==> config.mk <==
export PLATFORM = sky130hd
export DESIGN_NAME = led_pwm_open_load_status
export DESIGN_NICKNAME = d
export VERILOG_FILES = /design/src/rtl/led_pwm_pkg.sv /design/src/rtl/led_channel_drive.sv /design/src/rtl/led_pwm_open_load_status.sv
export VERILOG_INCLUDE_DIRS = /design/src /design/src/rtl
export SDC_FILE = /design/constraint.sdc
export NUM_CORES = 1
export LEC_CHECK = 0
export ABC_AREA = 0
export BUFFER_PORTS_ARGS = -buffer_cell sky130_fd_sc_hd__buf_2
export CAP_MARGIN = 20
export CORE_UTILIZATION = 55
export DETAILED_ROUTE_END_ITERATION = 8
export GPL_TIMING_DRIVEN = 0
export PLACE_DENSITY = 0.72
export SYNTH_ARGS = -nofsm -noshare
export SYNTH_HDL_FRONTEND = slang
export SYNTH_HIERARCHICAL = 1
export SYNTH_SLANG_ARGS = --single-unit
==> constraint.sdc <==
create_clock -name clk_sys -period 11.4 [get_ports clk_sys]
set_input_delay 0 -clock clk_sys [delete_from_list [all_inputs] [get_ports clk_sys]]
set_output_delay 0 -clock clk_sys [all_outputs]
set_load 0.005 [all_outputs]
==> src/rtl/led_pwm_regs.svh <==
`ifndef LED_PWM_REGS_SVH
`define LED_PWM_REGS_SVH

// ----------------------------------------------------------------------
// register byte offsets
// ----------------------------------------------------------------------
`define REG_CONTROL           8'h00
`define REG_GROUP_DUTY        8'h04
`define REG_GROUP_PERIOD      8'h08
`define REG_OUTPUT_MODE       8'h0c
`define REG_BRIGHT_BASE       8'h10
`define REG_BRIGHT_LAST       8'h4c
`define REG_ERROR_FLAGS_LOW   8'h50
`define REG_ERROR_FLAGS_HIGH  8'h54
`define REG_IRQ_STATUS        8'h58
`define REG_IRQ_MASK          8'h5c

// ----------------------------------------------------------------------
// field positions
// ----------------------------------------------------------------------
`define CTRL_BLINK_BIT        0
`define CTRL_OT_CLEAR_BIT     1
`define IRQ_OPEN_LOAD_BIT     0
`define IRQ_OVER_TEMP_BIT     1

// ----------------------------------------------------------------------
// reset values
// ----------------------------------------------------------------------
`define CONTROL_RESET         2'h0
`define GROUP_DUTY_RESET      8'hff
`define GROUP_PERIOD_RESET    8'h00
`define OUTPUT_MODE_RESET     32'h00000000
`define BRIGHT_RESET          8'h00
`define IRQ_MASK_RESET        2'h0

// ----------------------------------------------------------------------
// timing
// ----------------------------------------------------------------------
`define CLK_HZ                10000000
`define PWM_STEPS             256
`define INDIV_PWM_HZ          97000
`define GROUP_DIM_HZ          190
`define BLINK_FAST_HZ         24
`define BLINK_SLOW_S          10.73
`define INDIV_STEP_RAW        (`CLK_HZ / (`INDIV_PWM_HZ * `PWM_STEPS))
`define INDIV_STEP_CYCLES     ((`INDIV_STEP_RAW > 0) ? `INDIV_STEP_RAW : 1)
`define DIM_STEP_CYCLES       (`CLK_HZ / (`GROUP_DIM_HZ * `PWM_STEPS))
`define BLINK_STEP_CYCLES     (`CLK_HZ / (`BLINK_FAST_HZ * `PWM_STEPS))

`endif

==> src/rtl/led_pwm_pkg.sv <==
package led_pwm_pkg;

  // per-channel output selection
  typedef enum logic [1:0] {
    MODE_OFF   = 2'h0,
    MODE_ON    = 2'h1,
    MODE_INDIV = 2'h2,
    MODE_GROUP = 2'h3
  } led_mode_type;

  typedef logic [7:0] duty_type;

endpackage : led_pwm_pkg

==> src/rtl/led_channel_drive.sv <==
`timescale 1ns/1ps
module led_channel_drive (
  // clock and reset
  input  wire logic                      clk_sys,
  input  wire logic                      rst_n,
  // settings
  input  wire led_pwm_pkg::led_mode_type mode,
  input  wire led_pwm_pkg::duty_type     duty,
  // shared timing
  input  wire logic [7:0]                periodCount,
  input  wire logic                      groupOut,
  input  wire logic                      shutdown,
  // sink drive
  output logic                           sinkOn
);
  import led_pwm_pkg::*;

  logic indivOut;
  logic next_sinkOn;

  always_comb begin
    indivOut = (periodCount < duty);
    case (mode)
      MODE_OFF:   next_sinkOn = 1'b0;
      MODE_ON:    next_sinkOn = 1'b1;
      MODE_INDIV: next_sinkOn = indivOut;
      MODE_GROUP: next_sinkOn = indivOut & groupOut;
      default:    next_sinkOn = 1'b0;
    endcase
    if (shutdown) begin
      next_sinkOn = 1'b0;
    end
  end

  always_ff @(posedge clk_sys) begin
    if (!rst_n) begin
      sinkOn <= 1'b0;
    end else begin
      sinkOn <= next_sinkOn;
    end
  end

endmodule : led_channel_drive

==> src/rtl/led_pwm_open_load_status.sv <==
// Overview of operation
// - Every channel has its own 8-bit, 256-step brightness PWM with duty from zero to 255/256.
// - One shared 8-bit group PWM runs either at a fixed dimming rate or a programmable blink period.
// - The same group duty and period act alike on every channel in group mode.
// - A channel is open-load when its sink current is below the open-load threshold.
// - Each channel's error status is one bit of the low or high error flag register.
// - Open-load status means something only while the channel is fully on with PWM off.
// - Status is 0 when off or below threshold, and 1 when on at or above threshold.
// - The bus has no idle timeout; a hung master recovers by reset.
// - Each error flag combines open-load and overtemperature errors by OR.
// - The selected group signal is laid on top of the own brightness PWM of each channel in group mode.
`timescale 1ns/1ps
`include "led_pwm_regs.svh"
module led_pwm_open_load_status #(
  parameter int BLINK_STEP_CYCLES = `BLINK_STEP_CYCLES
) (
  // clock and reset
  input  wire logic        clk_sys,
  input  wire logic        rst_n,
  // apb slave
  input  wire logic        psel,
  input  wire logic        penable,
  input  wire logic        pwrite,
  input  wire logic [7:0]  paddr,
  input  wire logic [31:0] pwdata,
  output logic [31:0]      prdata,
  output logic             pready,
  output logic             pslverr,
  // current comparators and temperature sensors
  input  wire logic [15:0] currentOk,
  input  wire logic [15:0] overTempChannel,
  input  wire logic        overTempGlobal,
  // led sinks
  output logic [15:0]      ledSink,
  // interrupt
  output logic             irq
);
  import led_pwm_pkg::*;

  // ----------------------------------------------------------------------
  // declarations
  // ----------------------------------------------------------------------
  localparam logic [23:0] INDIV_LIMIT = 24'(`INDIV_STEP_CYCLES - 1);
  localparam logic [23:0] DIM_LIMIT   = 24'(`DIM_STEP_CYCLES - 1);
  localparam logic [23:0] BLINK_STEP  = 24'(BLINK_STEP_CYCLES);

  logic                 groupBlink;
  logic [7:0]           groupDuty;
  logic [7:0]           groupPeriod;
  logic [31:0]          outputMode;
  duty_type             bright [16];
  logic [1:0]           irqMask;
  logic [1:0]           irqStatus;
  logic [15:0]          overTempErr;
  logic [15:0]          errorFlags;
  logic [15:0]          openLoadPrev;
  logic [31:0]          next_prdata;

  logic                 next_groupBlink;
  logic [7:0]           next_groupDuty;
  logic [7:0]           next_groupPeriod;
  logic [31:0]          next_outputMode;
  duty_type             next_bright [16];
  logic [1:0]           next_irqMask;
  logic [1:0]           next_irqStatus;
  logic [15:0]          next_overTempErr;
  logic [15:0]          next_errorFlags;
  logic [15:0]          next_openLoadPrev;

  logic [23:0]          indivPre;
  logic [7:0]           periodCount;
  logic [23:0]          groupPre;
  logic [7:0]           groupCount;
  logic                 groupOut;
  logic [23:0]          next_indivPre;
  logic [7:0]           next_periodCount;
  logic [23:0]          next_groupPre;
  logic [7:0]           next_groupCount;
  logic                 next_groupOut;
  logic [23:0]          groupLimit;

  logic                 setupPhase;
  logic                 writeTake;
  logic                 addrValid;
  logic                 otClear;
  logic [15:0]          channelFullOn;
  logic [15:0]          openLoadNow;
  logic [15:0]          shutdown;

  // ----------------------------------------------------------------------
  // apb decode
  // ----------------------------------------------------------------------
  always_comb begin
    setupPhase = psel & ~penable;
    writeTake  = psel & penable & pwrite;
    pready     = psel & penable;
    addrValid  = (paddr[1:0] == 2'h0) && (paddr <= `REG_IRQ_MASK);
    pslverr    = psel & penable & ~addrValid;
    otClear    = writeTake && (paddr == `REG_CONTROL) && pwdata[`CTRL_OT_CLEAR_BIT];
  end

  always_comb begin
    next_prdata = prdata;
    if (setupPhase) begin
      next_prdata = 32'h00000000;
      case (paddr)
        `REG_CONTROL:          next_prdata = {31'h0, groupBlink};
        `REG_GROUP_DUTY:       next_prdata = {24'h0, groupDuty};
        `REG_GROUP_PERIOD:     next_prdata = {24'h0, groupPeriod};
        `REG_OUTPUT_MODE:      next_prdata = outputMode;
        `REG_ERROR_FLAGS_LOW:  next_prdata = {24'h0, errorFlags[7:0]};
        `REG_ERROR_FLAGS_HIGH: next_prdata = {24'h0, errorFlags[15:8]};
        `REG_IRQ_STATUS:       next_prdata = {30'h0, irqStatus};
        `REG_IRQ_MASK:         next_prdata = {30'h0, irqMask};
        default: begin
          if (addrValid && paddr >= `REG_BRIGHT_BASE && paddr <= `REG_BRIGHT_LAST) begin
            next_prdata = {24'h0, bright[4'(paddr[7:2] - 6'h04)]};
          end
        end
      endcase
    end
  end

  // ----------------------------------------------------------------------
  // register writes
  // ----------------------------------------------------------------------
  always_comb begin
    next_groupBlink  = groupBlink;
    next_groupDuty   = groupDuty;
    next_groupPeriod = groupPeriod;
    next_outputMode  = outputMode;
    next_irqMask     = irqMask;
    for (int i = 0; i < 16; i++) begin
      next_bright[i] = bright[i];
    end
    if (writeTake) begin
      case (paddr)
        `REG_CONTROL:      next_groupBlink  = pwdata[`CTRL_BLINK_BIT];
        `REG_GROUP_DUTY:   next_groupDuty   = pwdata[7:0];
        `REG_GROUP_PERIOD: next_groupPeriod = pwdata[7:0];
        `REG_OUTPUT_MODE:  next_outputMode  = pwdata;
        `REG_IRQ_MASK:     next_irqMask     = pwdata[1:0];
        default: begin
          if (addrValid && paddr >= `REG_BRIGHT_BASE && paddr <= `REG_BRIGHT_LAST) begin
            next_bright[4'(paddr[7:2] - 6'h04)] = pwdata[7:0];
          end
        end
      endcase
    end
  end

  // ----------------------------------------------------------------------
  // pwm timebases
  // ----------------------------------------------------------------------
  always_comb begin
    if (groupBlink) begin
      groupLimit = 24'(({16'h0, groupPeriod} + 24'h1) * BLINK_STEP - 24'h1);
    end else begin
      groupLimit = DIM_LIMIT;
    end
    next_indivPre    = indivPre + 24'h1;
    next_periodCount = periodCount;
    if (indivPre >= INDIV_LIMIT) begin
      next_indivPre    = 24'h0;
      next_periodCount = periodCount + 8'h01;
    end
    next_groupPre   = groupPre + 24'h1;
    next_groupCount = groupCount;
    if (groupPre >= groupLimit) begin
      next_groupPre   = 24'h0;
      next_groupCount = groupCount + 8'h01;
    end
    next_groupOut = (next_groupCount < groupDuty);
  end

  // ----------------------------------------------------------------------
  // channel status and interrupts
  // ----------------------------------------------------------------------
  always_comb begin
    for (int i = 0; i < 16; i++) begin
      channelFullOn[i] = (led_mode_type'(outputMode[2*i +: 2]) == MODE_ON);
    end
    shutdown    = overTempChannel | {16{overTempGlobal}};
    openLoadNow = channelFullOn & ~shutdown & ~currentOk;
    next_openLoadPrev = openLoadNow;
    next_overTempErr  = otClear ? 16'h0 : overTempErr;
    next_overTempErr  = next_overTempErr | (overTempChannel & channelFullOn)
                      | {16{overTempGlobal}};
    // 1 only when fully on, current ok and no overtemperature error
    next_errorFlags = ~((~channelFullOn | openLoadNow) | overTempErr);
    next_irqStatus = irqStatus;
    if (writeTake && paddr == `REG_IRQ_STATUS) begin
      next_irqStatus = irqStatus & ~pwdata[1:0];
    end
    if (|(openLoadNow & ~openLoadPrev)) begin
      next_irqStatus[`IRQ_OPEN_LOAD_BIT] = 1'b1;
    end
    if (|shutdown) begin
      next_irqStatus[`IRQ_OVER_TEMP_BIT] = 1'b1;
    end
    irq = |(irqStatus & irqMask);
  end

  // ----------------------------------------------------------------------
  // state registers
  // ----------------------------------------------------------------------
  always_ff @(posedge clk_sys) begin
    if (!rst_n) begin
      groupBlink   <= 1'b0;
      groupDuty    <= `GROUP_DUTY_RESET;
      groupPeriod  <= `GROUP_PERIOD_RESET;
      outputMode   <= `OUTPUT_MODE_RESET;
      irqMask      <= `IRQ_MASK_RESET;
      irqStatus    <= 2'h0;
      overTempErr  <= 16'h0;
      errorFlags   <= 16'h0;
      openLoadPrev <= 16'h0;
      prdata       <= 32'h00000000;
      indivPre     <= 24'h0;
      periodCount  <= 8'h00;
      groupPre     <= 24'h0;
      groupCount   <= 8'h00;
      groupOut     <= 1'b0;
      for (int i = 0; i < 16; i++) begin
        bright[i] <= `BRIGHT_RESET;
      end
    end else begin
      groupBlink   <= next_groupBlink;
      groupDuty    <= next_groupDuty;
      groupPeriod  <= next_groupPeriod;
      outputMode   <= next_outputMode;
      irqMask      <= next_irqMask;
      irqStatus    <= next_irqStatus;
      overTempErr  <= next_overTempErr;
      errorFlags   <= next_errorFlags;
      openLoadPrev <= next_openLoadPrev;
      prdata       <= next_prdata;
      indivPre     <= next_indivPre;
      periodCount  <= next_periodCount;
      groupPre     <= next_groupPre;
      groupCount   <= next_groupCount;
      groupOut     <= next_groupOut;
      for (int i = 0; i < 16; i++) begin
        bright[i] <= next_bright[i];
      end
    end
  end

  // ----------------------------------------------------------------------
  // channel drivers
  // ----------------------------------------------------------------------
  for (genvar ch = 0; ch < 16; ch++) begin : gen_channel
    led_channel_drive u_drive (
      .clk_sys     (clk_sys),
      .rst_n       (rst_n),
      .mode        (led_mode_type'(outputMode[2*ch +: 2])),
      .duty        (bright[ch]),
      .periodCount (periodCount),
      .groupOut    (groupOut),
      .shutdown    (shutdown[ch]),
      .sinkOn      (ledSink[ch])
    );
  end

endmodule : led_pwm_open_load_status

* After elaboration in Yosys (flattened, before gate mapping)
Memory sizes are Yosys's and may differ from the RTL's.
Index checks and enable logic that the tools add are counted.
** Word-level totals
- Bits of input ports :: 78
- Memories :: 1
- Word-level logic and storage cells :: 279
- Output and inout bits :: 51
- Bits in writable memories :: 128
- Flip-flop bits (word level) :: 214
** Operators by class
- Mux-type cells :: 48
- Equal/unequal tests :: 55
- Reductions and logical operators :: 54
- Multiply operators :: 1
- Add/sub/neg operators :: 7
- Bitwise operators :: 57
- $lt $le $gt $ge :: 24
** Memories
- bright :: words 16, bits a word 8, rd ports 17, clocked after Yosys merged registers in 0, write ports 16, RTL line led_pwm_open_load_status.sv:51 : duty_type bright [16];
** Operators with widths (count)
- 2-to-1 mux 128 bit :: 3
- one-hot mux 32 bit (8 select lines) :: 1
- 2-to-1 mux 8 bit :: 19
- < comparator 8 bit :: 17
- bitwise mux 128 bit :: 1
- inverter 16 bit :: 5
- bitwise OR 16 bit :: 5
- bitwise AND 16 bit :: 4
- == test 2 bit (second input constant) :: 32
- one-hot mux 1 bit (4 select lines) :: 16
- adder 24 x 1 -> 24 bit (second input constant) :: 2
- OR reduction 2 bit :: 19
- logical NOT 2 bit :: 17
- demux 8 bit (select 4 bit) :: 1
- == test 2 x 1 -> 1 bit (second input constant) :: 16
- == test 8 x 7 -> 1 bit (second input constant) :: 4
- OR reduction 16 bit :: 2
- greater-or-equal comparator 24 x 1 -> 1 bit (second input constant) :: 1
- greater-or-equal comparator 24 bit :: 1
- 2-to-1 mux 24 bit :: 1
- subtractor 20 x 1 -> 21 bit (second input constant) :: 1
- bitwise AND 1 bit :: 20
- multiplier 9 x 11 -> 20 bit (second input constant) :: 1
- adder 8 x 1 -> 8 bit (second input constant) :: 2
- other kinds (21) :: 55

* Depth between registers and ports, before layout
Gate-level depths: netlist of run 1.
- Depth in word-level cells :: 11
- Gate-level depth with buffers :: 36
- Gate-level depth less buffers :: 34

* Cells and area by module
The synthesis of run 1 kept the hierarchy.
** Modules (own cells, without submodules)
- led_pwm_open_load_status :: seq. area each 6045.8 µm², area an instance 16240.6 µm², cells an instance 1769, instances 1
- led_channel_drive :: seq. area each 20.0 µm², area an instance 235.2 µm², cells an instance 28, instances 16

* Worst setup path after synthesis of run 1
OpenSTA, ideal clock, no wires.
- Path kind :: register to register
- From :: reg groupPeriod[0]
- To :: reg groupOut
- Period minus slack after synthesis :: 8376 ps
- Buffers on the path :: 3
- Cell stages (with the launch flop) :: 34
- Setup time :: 62 ps
- Arrival :: 8314 ps
- Required time :: 11338 ps
- Setup slack :: 3024 ps
- Cell sequence :: dfxtp_1 clkbuf_1 nand3_1 xnor2_1 ha_1 clkbuf_1 or2_2 fa_1 fa_1 inv_1 fa_1 inv_1 ha_1 clkbuf_1 nand4_1 nor2_1 o221ai_1 a21o_1 or4_1 o311a_1 ha_1 nand4_1 nor4_1 nand2_1 o21bai_1 o2111ai_1 xnor2_1 ha_1 a21o_1 a211oi_1 nand2_1 nor4b_1 nand3_1 nand3_1
** On the way
- Word-level cells in the longest chain between the ends :: 7
** Ends and longest elaborated chain
- start: declaration :: RTL line led_pwm_open_load_status.sv:49 : logic [7:0] groupPeriod;
- start signal: assignment :: RTL line led_pwm_open_load_status.sv:211 : groupPeriod <= `GROUP_PERIOD_RESET;
- start signal: assignment :: RTL line led_pwm_open_load_status.sv:230 : groupPeriod <= next_groupPeriod;
- adder 8 x 1 -> 9 bit :: RTL line led_pwm_open_load_status.sv:157 : groupLimit = 24'(({16'h0, groupPeriod} + 24'h1) * BLINK_STEP - 24'h1);
- multiplier 9 x 11 -> 20 bit :: RTL line led_pwm_open_load_status.sv:157
- subtractor 20 x 1 -> 21 bit :: RTL line led_pwm_open_load_status.sv:157
- 2-to-1 mux 24 bit :: RTL line led_pwm_open_load_status.sv:156 : if (groupBlink) begin
- greater-or-equal comparator 24 bit :: RTL line led_pwm_open_load_status.sv:169 : if (groupPre >= groupLimit) begin
- 2-to-1 mux 8 bit :: RTL line led_pwm_open_load_status.sv:169
- net next_groupCount[6] :: RTL line led_pwm_open_load_status.sv:78 : logic [7:0] next_groupCount;
- < comparator 8 bit :: RTL line led_pwm_open_load_status.sv:173 : next_groupOut = (next_groupCount < groupDuty);
- end signal: assignment :: RTL line led_pwm_open_load_status.sv:242 : groupOut <= next_groupOut;
- end: declaration :: RTL line led_pwm_open_load_status.sv:74 : logic groupOut;
The timed path passes the listed nets, and every way through them passes these cells.
A chain may end at the register's enable or synchronous reset.

* Worst setup path in the final report of run 1
Same ends and word-level chain as after synthesis.

==> results of run 1 <==
## final timing paths
check	slack [ns]	startpoint	depth (start not counted)	endpoint
setup / recovery	1.10	groupPeriod[0]	33	groupOut
hold / removal	0.05	pwdata[7]	3	bright[10][7]
setup reg to reg	1.10	groupPeriod[0]	33	groupOut
hold reg to reg	0.43	overTempErr[15]	1	errorFlags[15]
## per-layer routing
layer  vias up  wire, µm  part of all wire, %
li1       8280         -                    -
met1      8618     27300                   41
met2       910     29700                   45
met3       189      6250                  9.4
met4         4      2880                  4.4
met5         -        28                0.042
## power breakdown
group | switching (W) | internal (W) | total (W)
registers | 0.0000155 | 0.00112 | 0.00113
clock network | 0.000502 | 0.000733 | 0.00123
logic | 0.000125 | 0.0000769 | 0.000202
total | 0.000643 | 0.00193 | 0.00257
## Yosys cell counts (31+ instances only)
master / number
inv_1: 220
nor2_1: 241
o21ai_0: 48
clkbuf_1: 83
a21oi_1: 97
xnor2_1: 41
dfxtp_1: 318
nor3_1: 42
nor2b_1: 34
mux2i_1: 118
a211oi_1: 44
a22oi_1: 31
ha_1: 212
mux4_2: 43
nand3_1: 54
nand2_1: 202
## repair_timing
item                      in CTS  in global routing
hold endpoints to repair      93                  0
hold buffers                  78                  0
gates resized for setup        0                  0
## worst max-delay path, delay by kind of cell, from the launching register on
family | cells | cell delay [ns]
xor gates and xnor gates | 2 | 0.97
AOI/OAI and AO/OA | 7 | 2.37
DFF | 1 | 0.62
and+or+nand+nor | 12 | 2.48
buffers and inverters | 5 | 1.02
adders and majority gates | 7 | 2.76
## sequential cells by signal, summed over array words and instances, names as in the netlist
name,cells
bright,128
outputMode,32
prdata,32
groupPre,24
errorFlags,16
gen_channel.u_drive/sinkOn,16
openLoadPrev,16
overTempErr,16
groupCount,8
groupDuty,8
groupPeriod,8
periodCount,8
irqMask,2
irqStatus,2
groupBlink,1
groupOut,1
## cell families (layout without fill, tap and decap cells)
logic type / after synthesis / in the layout / synth area share, %
compound gates: 364 / 364 / 12.9
xor+xnor: 63 / 63 / 2.76
fa+ha+maj: 242 / 242 / 16.3
buf+inv: 323 / 590 / 6.23
flops: 318 / 318 / 31.8
mux: 167 / 167 / 11.1
simple gates: 740 / 740 / 19.0
## final cells by class
| cell class | instances | share of cell area [%] |
|---|---|---|
| multi-input combinational | 1576 | 53.3 |
| sequential | 318 | 27.4 |
| timing repair buffer | 201 | 6.05 |
| clock buffer | 51 | 4.63 |
| inverter | 221 | 3.57 |
| tap | 461 | 2.48 |
| buffer | 102 | 1.79 |
| clock inverter | 15 | 0.802 |
## through the flow
stage / setup slack (ns) / total power [W] / utilization (%) / std cells
3_5_place_dp: 1.37 / 0.00134 / 59.4 / 2800
4_1_cts: 1.20 / 0.00258 / 65.2 / 2944
2_1_floorplan: 3.02 / 0.00126 / - / 2217
5_1_grt: 0.416 / 0.00264 / 65.2 / 2945
6_report: 1.10 / 0.00257 / 65.2 / 2945
3_3_place_gp: 1.42 / 0.00133 / 59.4 / 2800
==> summary.md, run 1 <==
| Metric | Value |
|---|---|
| Final WL | 66200 µm |
| Count of different cell masters after synthesis | 69 |
| Crit-path max FO | 10 |
| Met2 global-route usage | 55.6% |
| Die H | 193 µm |
| Cell Area, Placed | 0.0212 mm² |
| Vias | 18000 |
| Initial antenna violation count | 1 |
| Setup CP Type | register to register |
| Grt total ovfl | 0 |
| Multi-input logic area | 0.0124 mm² |
| Avg Inst Size Synth | 9.02 µm² |
| Mapped cell area | 0.0200 mm² |
| Post-route cell area | 0.0233 mm² |
| CTS Root Cell | clkbuf_16 |
| Clk slew on worst S/H paths | 0.06 ns |
| Slowest stage delay, CP | 0.75 ns |
| H-Tree Depth | 2 |
| Setup clock skew after layout | 0.0239 ns |
| Main synth FF type | dfxtp_1 |
| Drt wl/cell | 22.5 µm |
| DR vias/cell | 6.11 |
| Commonest non-fill, non-tap cells in the layout | dfxtp_1 (318), nor2_1 (241), inv_1 (220), ha_1 (212), nand2_1 (202) |
| Crit path time final | 10.30 ns |
| Max-slew violations | 0 |
| Share of layout cells above drive strength 1 | 13.6% |
| Cell taking the most area after synthesis | dfxtp_1 |
| Clk buf depth | 3 |
| Endpoints failing setup | 0 |
| Critical Path AT | 10.79 ns |
| Top-area cell type share of the netlist area | 31.8% |
| Leakage | 9.96 nW |
| Fmax | 97.1 MHz |
| Synth top area cells | dfxtp_1 (32%), ha_1 (13%), mux2i_1 (5.9%) |
| Synth warn | 6 |
| Nets | 2776 |
| DR iter-0 viols | 1756 |
| Violated checks | DRC |
| Max_slew headroom | 18.6% |
| Met3 Use GR | 7.15% |
| GR Util met1 | 46.4% |
| Synth Instances | 2217 |
| Max-Cap Viols | 0 |
| #FFs+latches synth | 318 |
| Routed Antenna Nets | 0 |
| RSZ-0062 raised after global routing | false |
| Sequential-to-total area share from yosys stat | 31.8% |
| Reg area | 0.00637 mm² |
| Area Growth Syn to Fin | 16.2% |
| Outcome | finished, violations left |
| GPL Wtd Cong | 1.00 |
| CP most frequent cell | ha_1 |
| Post-CTS Setup Inserts | 0 |
| First-pass GRT wire length | 98500 µm |
| Core Region | 0.0357 mm² |
| Hold WC Path Type | primary input to register |
| I/O pin count | 129 |
| Filler cell count | 2899 |
| Vias in the first global route | 17300 |
| TritonCTS Buffers | 36 |
| PD cells | 111 mW/mm² |
| Slowest CP cell | a211oi_1 |
| Antenna cells | 0 |
| Min Hold Slack | 0.0510 ns |
| Largest net degree at the start of global routing | 21 |
| Final Hold Viols | 0 |
| TritonRoute pass-1 iters | 8 |
| Initial Utilization | 56.1% |
| HPWL after DPL | 49000 µm |
| Maximum vdd drop | 0.114 mV |
| Most Used Layer, Global Route | met2 |
| Setup tns final | 0 ns |
| Slew at the pin with the worst max-slew slack | 1.22 ns |
| Skew-Pair Late Insertion Delay | 0.57 ns |
| Critical Path Start Type | register |
| Cell row count | 69 |
| Ys async rst share | 0% |
| Port bufs | 122 |
| CTS tree | yes |
| Die area | 0.0371 mm² |
| DRC | 27 |
| CP endpoint kind | register |
| Crit share post-route | 90.3% |
| Post-synth EDFFs | 0 |
| Syn_nets | 2537 |
| CTS Sinks | 318 |
| Die width | 193 µm |
| Commonest non-fill, non-tap cell in the layout | dfxtp_1 |
| Global-route usage over all layers | 35.3% |
| CP required | 11.90 ns |
(Power assumes the default switching activity.)
==> run 2, diff against run 1 <==
CORE_UTILIZATION = 45   (was 55)
PLACE_DENSITY = 0.61   (was 0.72)
SKIP_LAST_GASP = 1   (was unset)
==> run 2 against run 1 <==
  * Via count down 2.5%
  * Total power increased by 4.5%
  * Die area up 22%
  * Setup slack gained 0.22 ns
  * The run now ends clean
  * Register-to-register slack better by 0.22 ns
  * Highest routed layer is now met4
  * Final cell count grew 4.4%
  * Worst hold slack worse by 0.0025 ns
  * Routed wire length rose by 1.8%
  * Flip-flop and latch count stayed put
  * Clock power increased by 9.8%
==> summary.md, run 2 (synthesized netlist as in run 1, its figures left out) <==
| Metric | Value |
|---|---|
| Outcome | finished, final reports clean |
| Post-CTS Setup Inserts | 0 |
| Share of layout cells above drive strength 1 | 13.8% |
| Fmax | 99.2 MHz |
| Core Region | 0.0435 mm² |
| Max-slew violations | 0 |
| DR iter-0 viols | 1443 |
| TritonRoute pass-1 iters | 6 |
| Leakage | 10.0 nW |
| First-pass GRT wire length | 100000 µm |
| Most flops, register | bright |
| Hold WC Path Type | primary input to register |
| Nets | 2780 |
| Port bufs | 122 |
| Vias | 17600 |
| Max-Cap Viols | 0 |
| CP endpoint kind | register |
| Largest net degree at the start of global routing | 21 |
| Maximum vdd drop | 0.140 mV |
| Setup CP Type | register to register |
| Clk slew on worst S/H paths | 0.06 ns |
| Slew at the pin with the worst max-slew slack | 1.22 ns |
| Cell row count | 76 |
| Pwr Total | 0.00269 W |
| TritonCTS Buffers | 39 |
| Max_slew headroom | 18.5% |
| Setup clock skew after layout | 0.0272 ns |
| Initial Utilization | 46.0% |
| H-Tree Depth | 2 |
| Grt total ovfl | 0 |
| CTS tree | yes |
| Commonest non-fill, non-tap cell in the layout | dfxtp_1 |
| Routed Antenna Nets | 0 |
| Setup tns final | 0 ns |
| Endpoints failing setup | 0 |
| Die area | 0.0453 mm² |
| Crit-path max FO | 10 |
| Post-Layout Cell Count | 3076 |
| CTS Sinks | 318 |
| Max FFs per register | 128 |
| CTS Root Cell | clkbuf_16 |
| Crit share post-route | 88.4% |
| Worst slack, placed | 1.32 ns |
| Skew-Pair Late Insertion Delay | 0.57 ns |
| Min Hold Slack | 0.0485 ns |
| CP most frequent cell | ha_1 |
| Inst Count DP | 2924 |
| Slowest stage delay, CP | 0.71 ns |
| Final WL | 67300 µm |
| DR vias/cell | 5.71 |
| GPL Wtd Cong | 0.953 |
| HPWL after DPL | 51000 µm |
| Crit path time final | 10.08 ns |
| Critical Path Start Type | register |
| Vias in the first global route | 17100 |
| Die H | 213 µm |
| Slowest CP cell | xnor2_1 |
| I/O pin count | 129 |
| Initial antenna violation count | 1 |
| RSZ-0062 raised after global routing | false |
| Setup WS post-layout | 1.32 ns |
| Global-route usage over all layers | 29.8% |
| Die width | 213 µm |
| Final Hold Viols | 0 |
| DRC | 0 |
| Clk buf depth | 3 |
| Commonest non-fill, non-tap cells in the layout | dfxtp_1 (318), nor2_1 (241), inv_1 (220), ha_1 (212), nand2_1 (202) |
| Antenna cells | 0 |
| Area Growth Syn to Fin | 17.8% |
| Largest regs | bright (128), outputMode (32), prdata (32) |
| PD cells | 114 mW/mm² |
| CP required | 11.90 ns |
| Critical Path AT | 10.58 ns |
| Drt wl/cell | 21.9 µm |
-- run 2: cell count changes in the layout (fill, tap and decap cells not counted), sizes merged --
cell	previous run	this run
clkinvlp	1	2
bufinv	3	6
clkinv	9	10
buf	142	143
clkbuf	134	136
inv	223	222
-- run 2: worst max-delay path, delay by kind of cell (launching register included) --
kind	cells	cell delay, ns
xor gates and xnor gates	2	0.90
buffers and inverters	5	1.02
AOI/OAI and AO/OA	7	2.32
and+or+nand+nor	12	2.40
adders and majority gates	7	2.77
DFF	1	0.61
-- run 2: timing repair --
item / in CTS / in global routing
hold buffers: 78 / 0
gates resized for setup: 0 / 0
endpoints found under the hold margin: 96 / 0
-- run 2: power by group --
part | switching [W] | internal [W]
logic | 0.000125 | 0.0000770
clock network | 0.000517 | 0.000834
registers | 0.0000152 | 0.00112
total | 0.000657 | 0.00203
-- run 2: metal layers --
| metal | global-route usage [%] | vias to the layer above | share of wire [%] |
|---|---|---|---|
| li1 | - | 8274 | - |
| met2 | 47.1 | 626 | 45 |
| met5 | 0 | - | 0 |
| met3 | 6.87 | 148 | 8.0 |
| met1 | 39.2 | 8506 | 43 |
| met4 | 11.6 | 0 | 3.9 |
-- run 2: final cells by class --
class,instances,area (µm²)
inverter,221,830
clock buffer,53,1130
clock inverter,19,269
buffer,102,417
timing repair buffer,202,1420
sequential,318,6370
fill,4010,19900
tap,585,732
multi-input combinational,1576,12400
-- run 2: path summary, 6_finish.rpt --
| check | from | endpoint | cells after the start | slack [ns] |
|---|---|---|---|---|
| max | groupPeriod[0] | groupOut | 33 | 1.32 |
| min | overTempGlobal | errorFlags[7] | 4 | 0.05 |
| max reg2reg | groupPeriod[0] | groupOut | 33 | 1.32 |
| min reg2reg | overTempErr[5] | errorFlags[5] | 1 | 0.41 |
-- run 2: per-stage QoR --
stage / util, % / area [µm²]
after global placement: 49.1 / 21300
after global routing: 54.2 / 23600
after floorplan: - / 20000
final: 54.2 / 23600
after detailed placement: 49.1 / 21300
after CTS: 54.1 / 23500
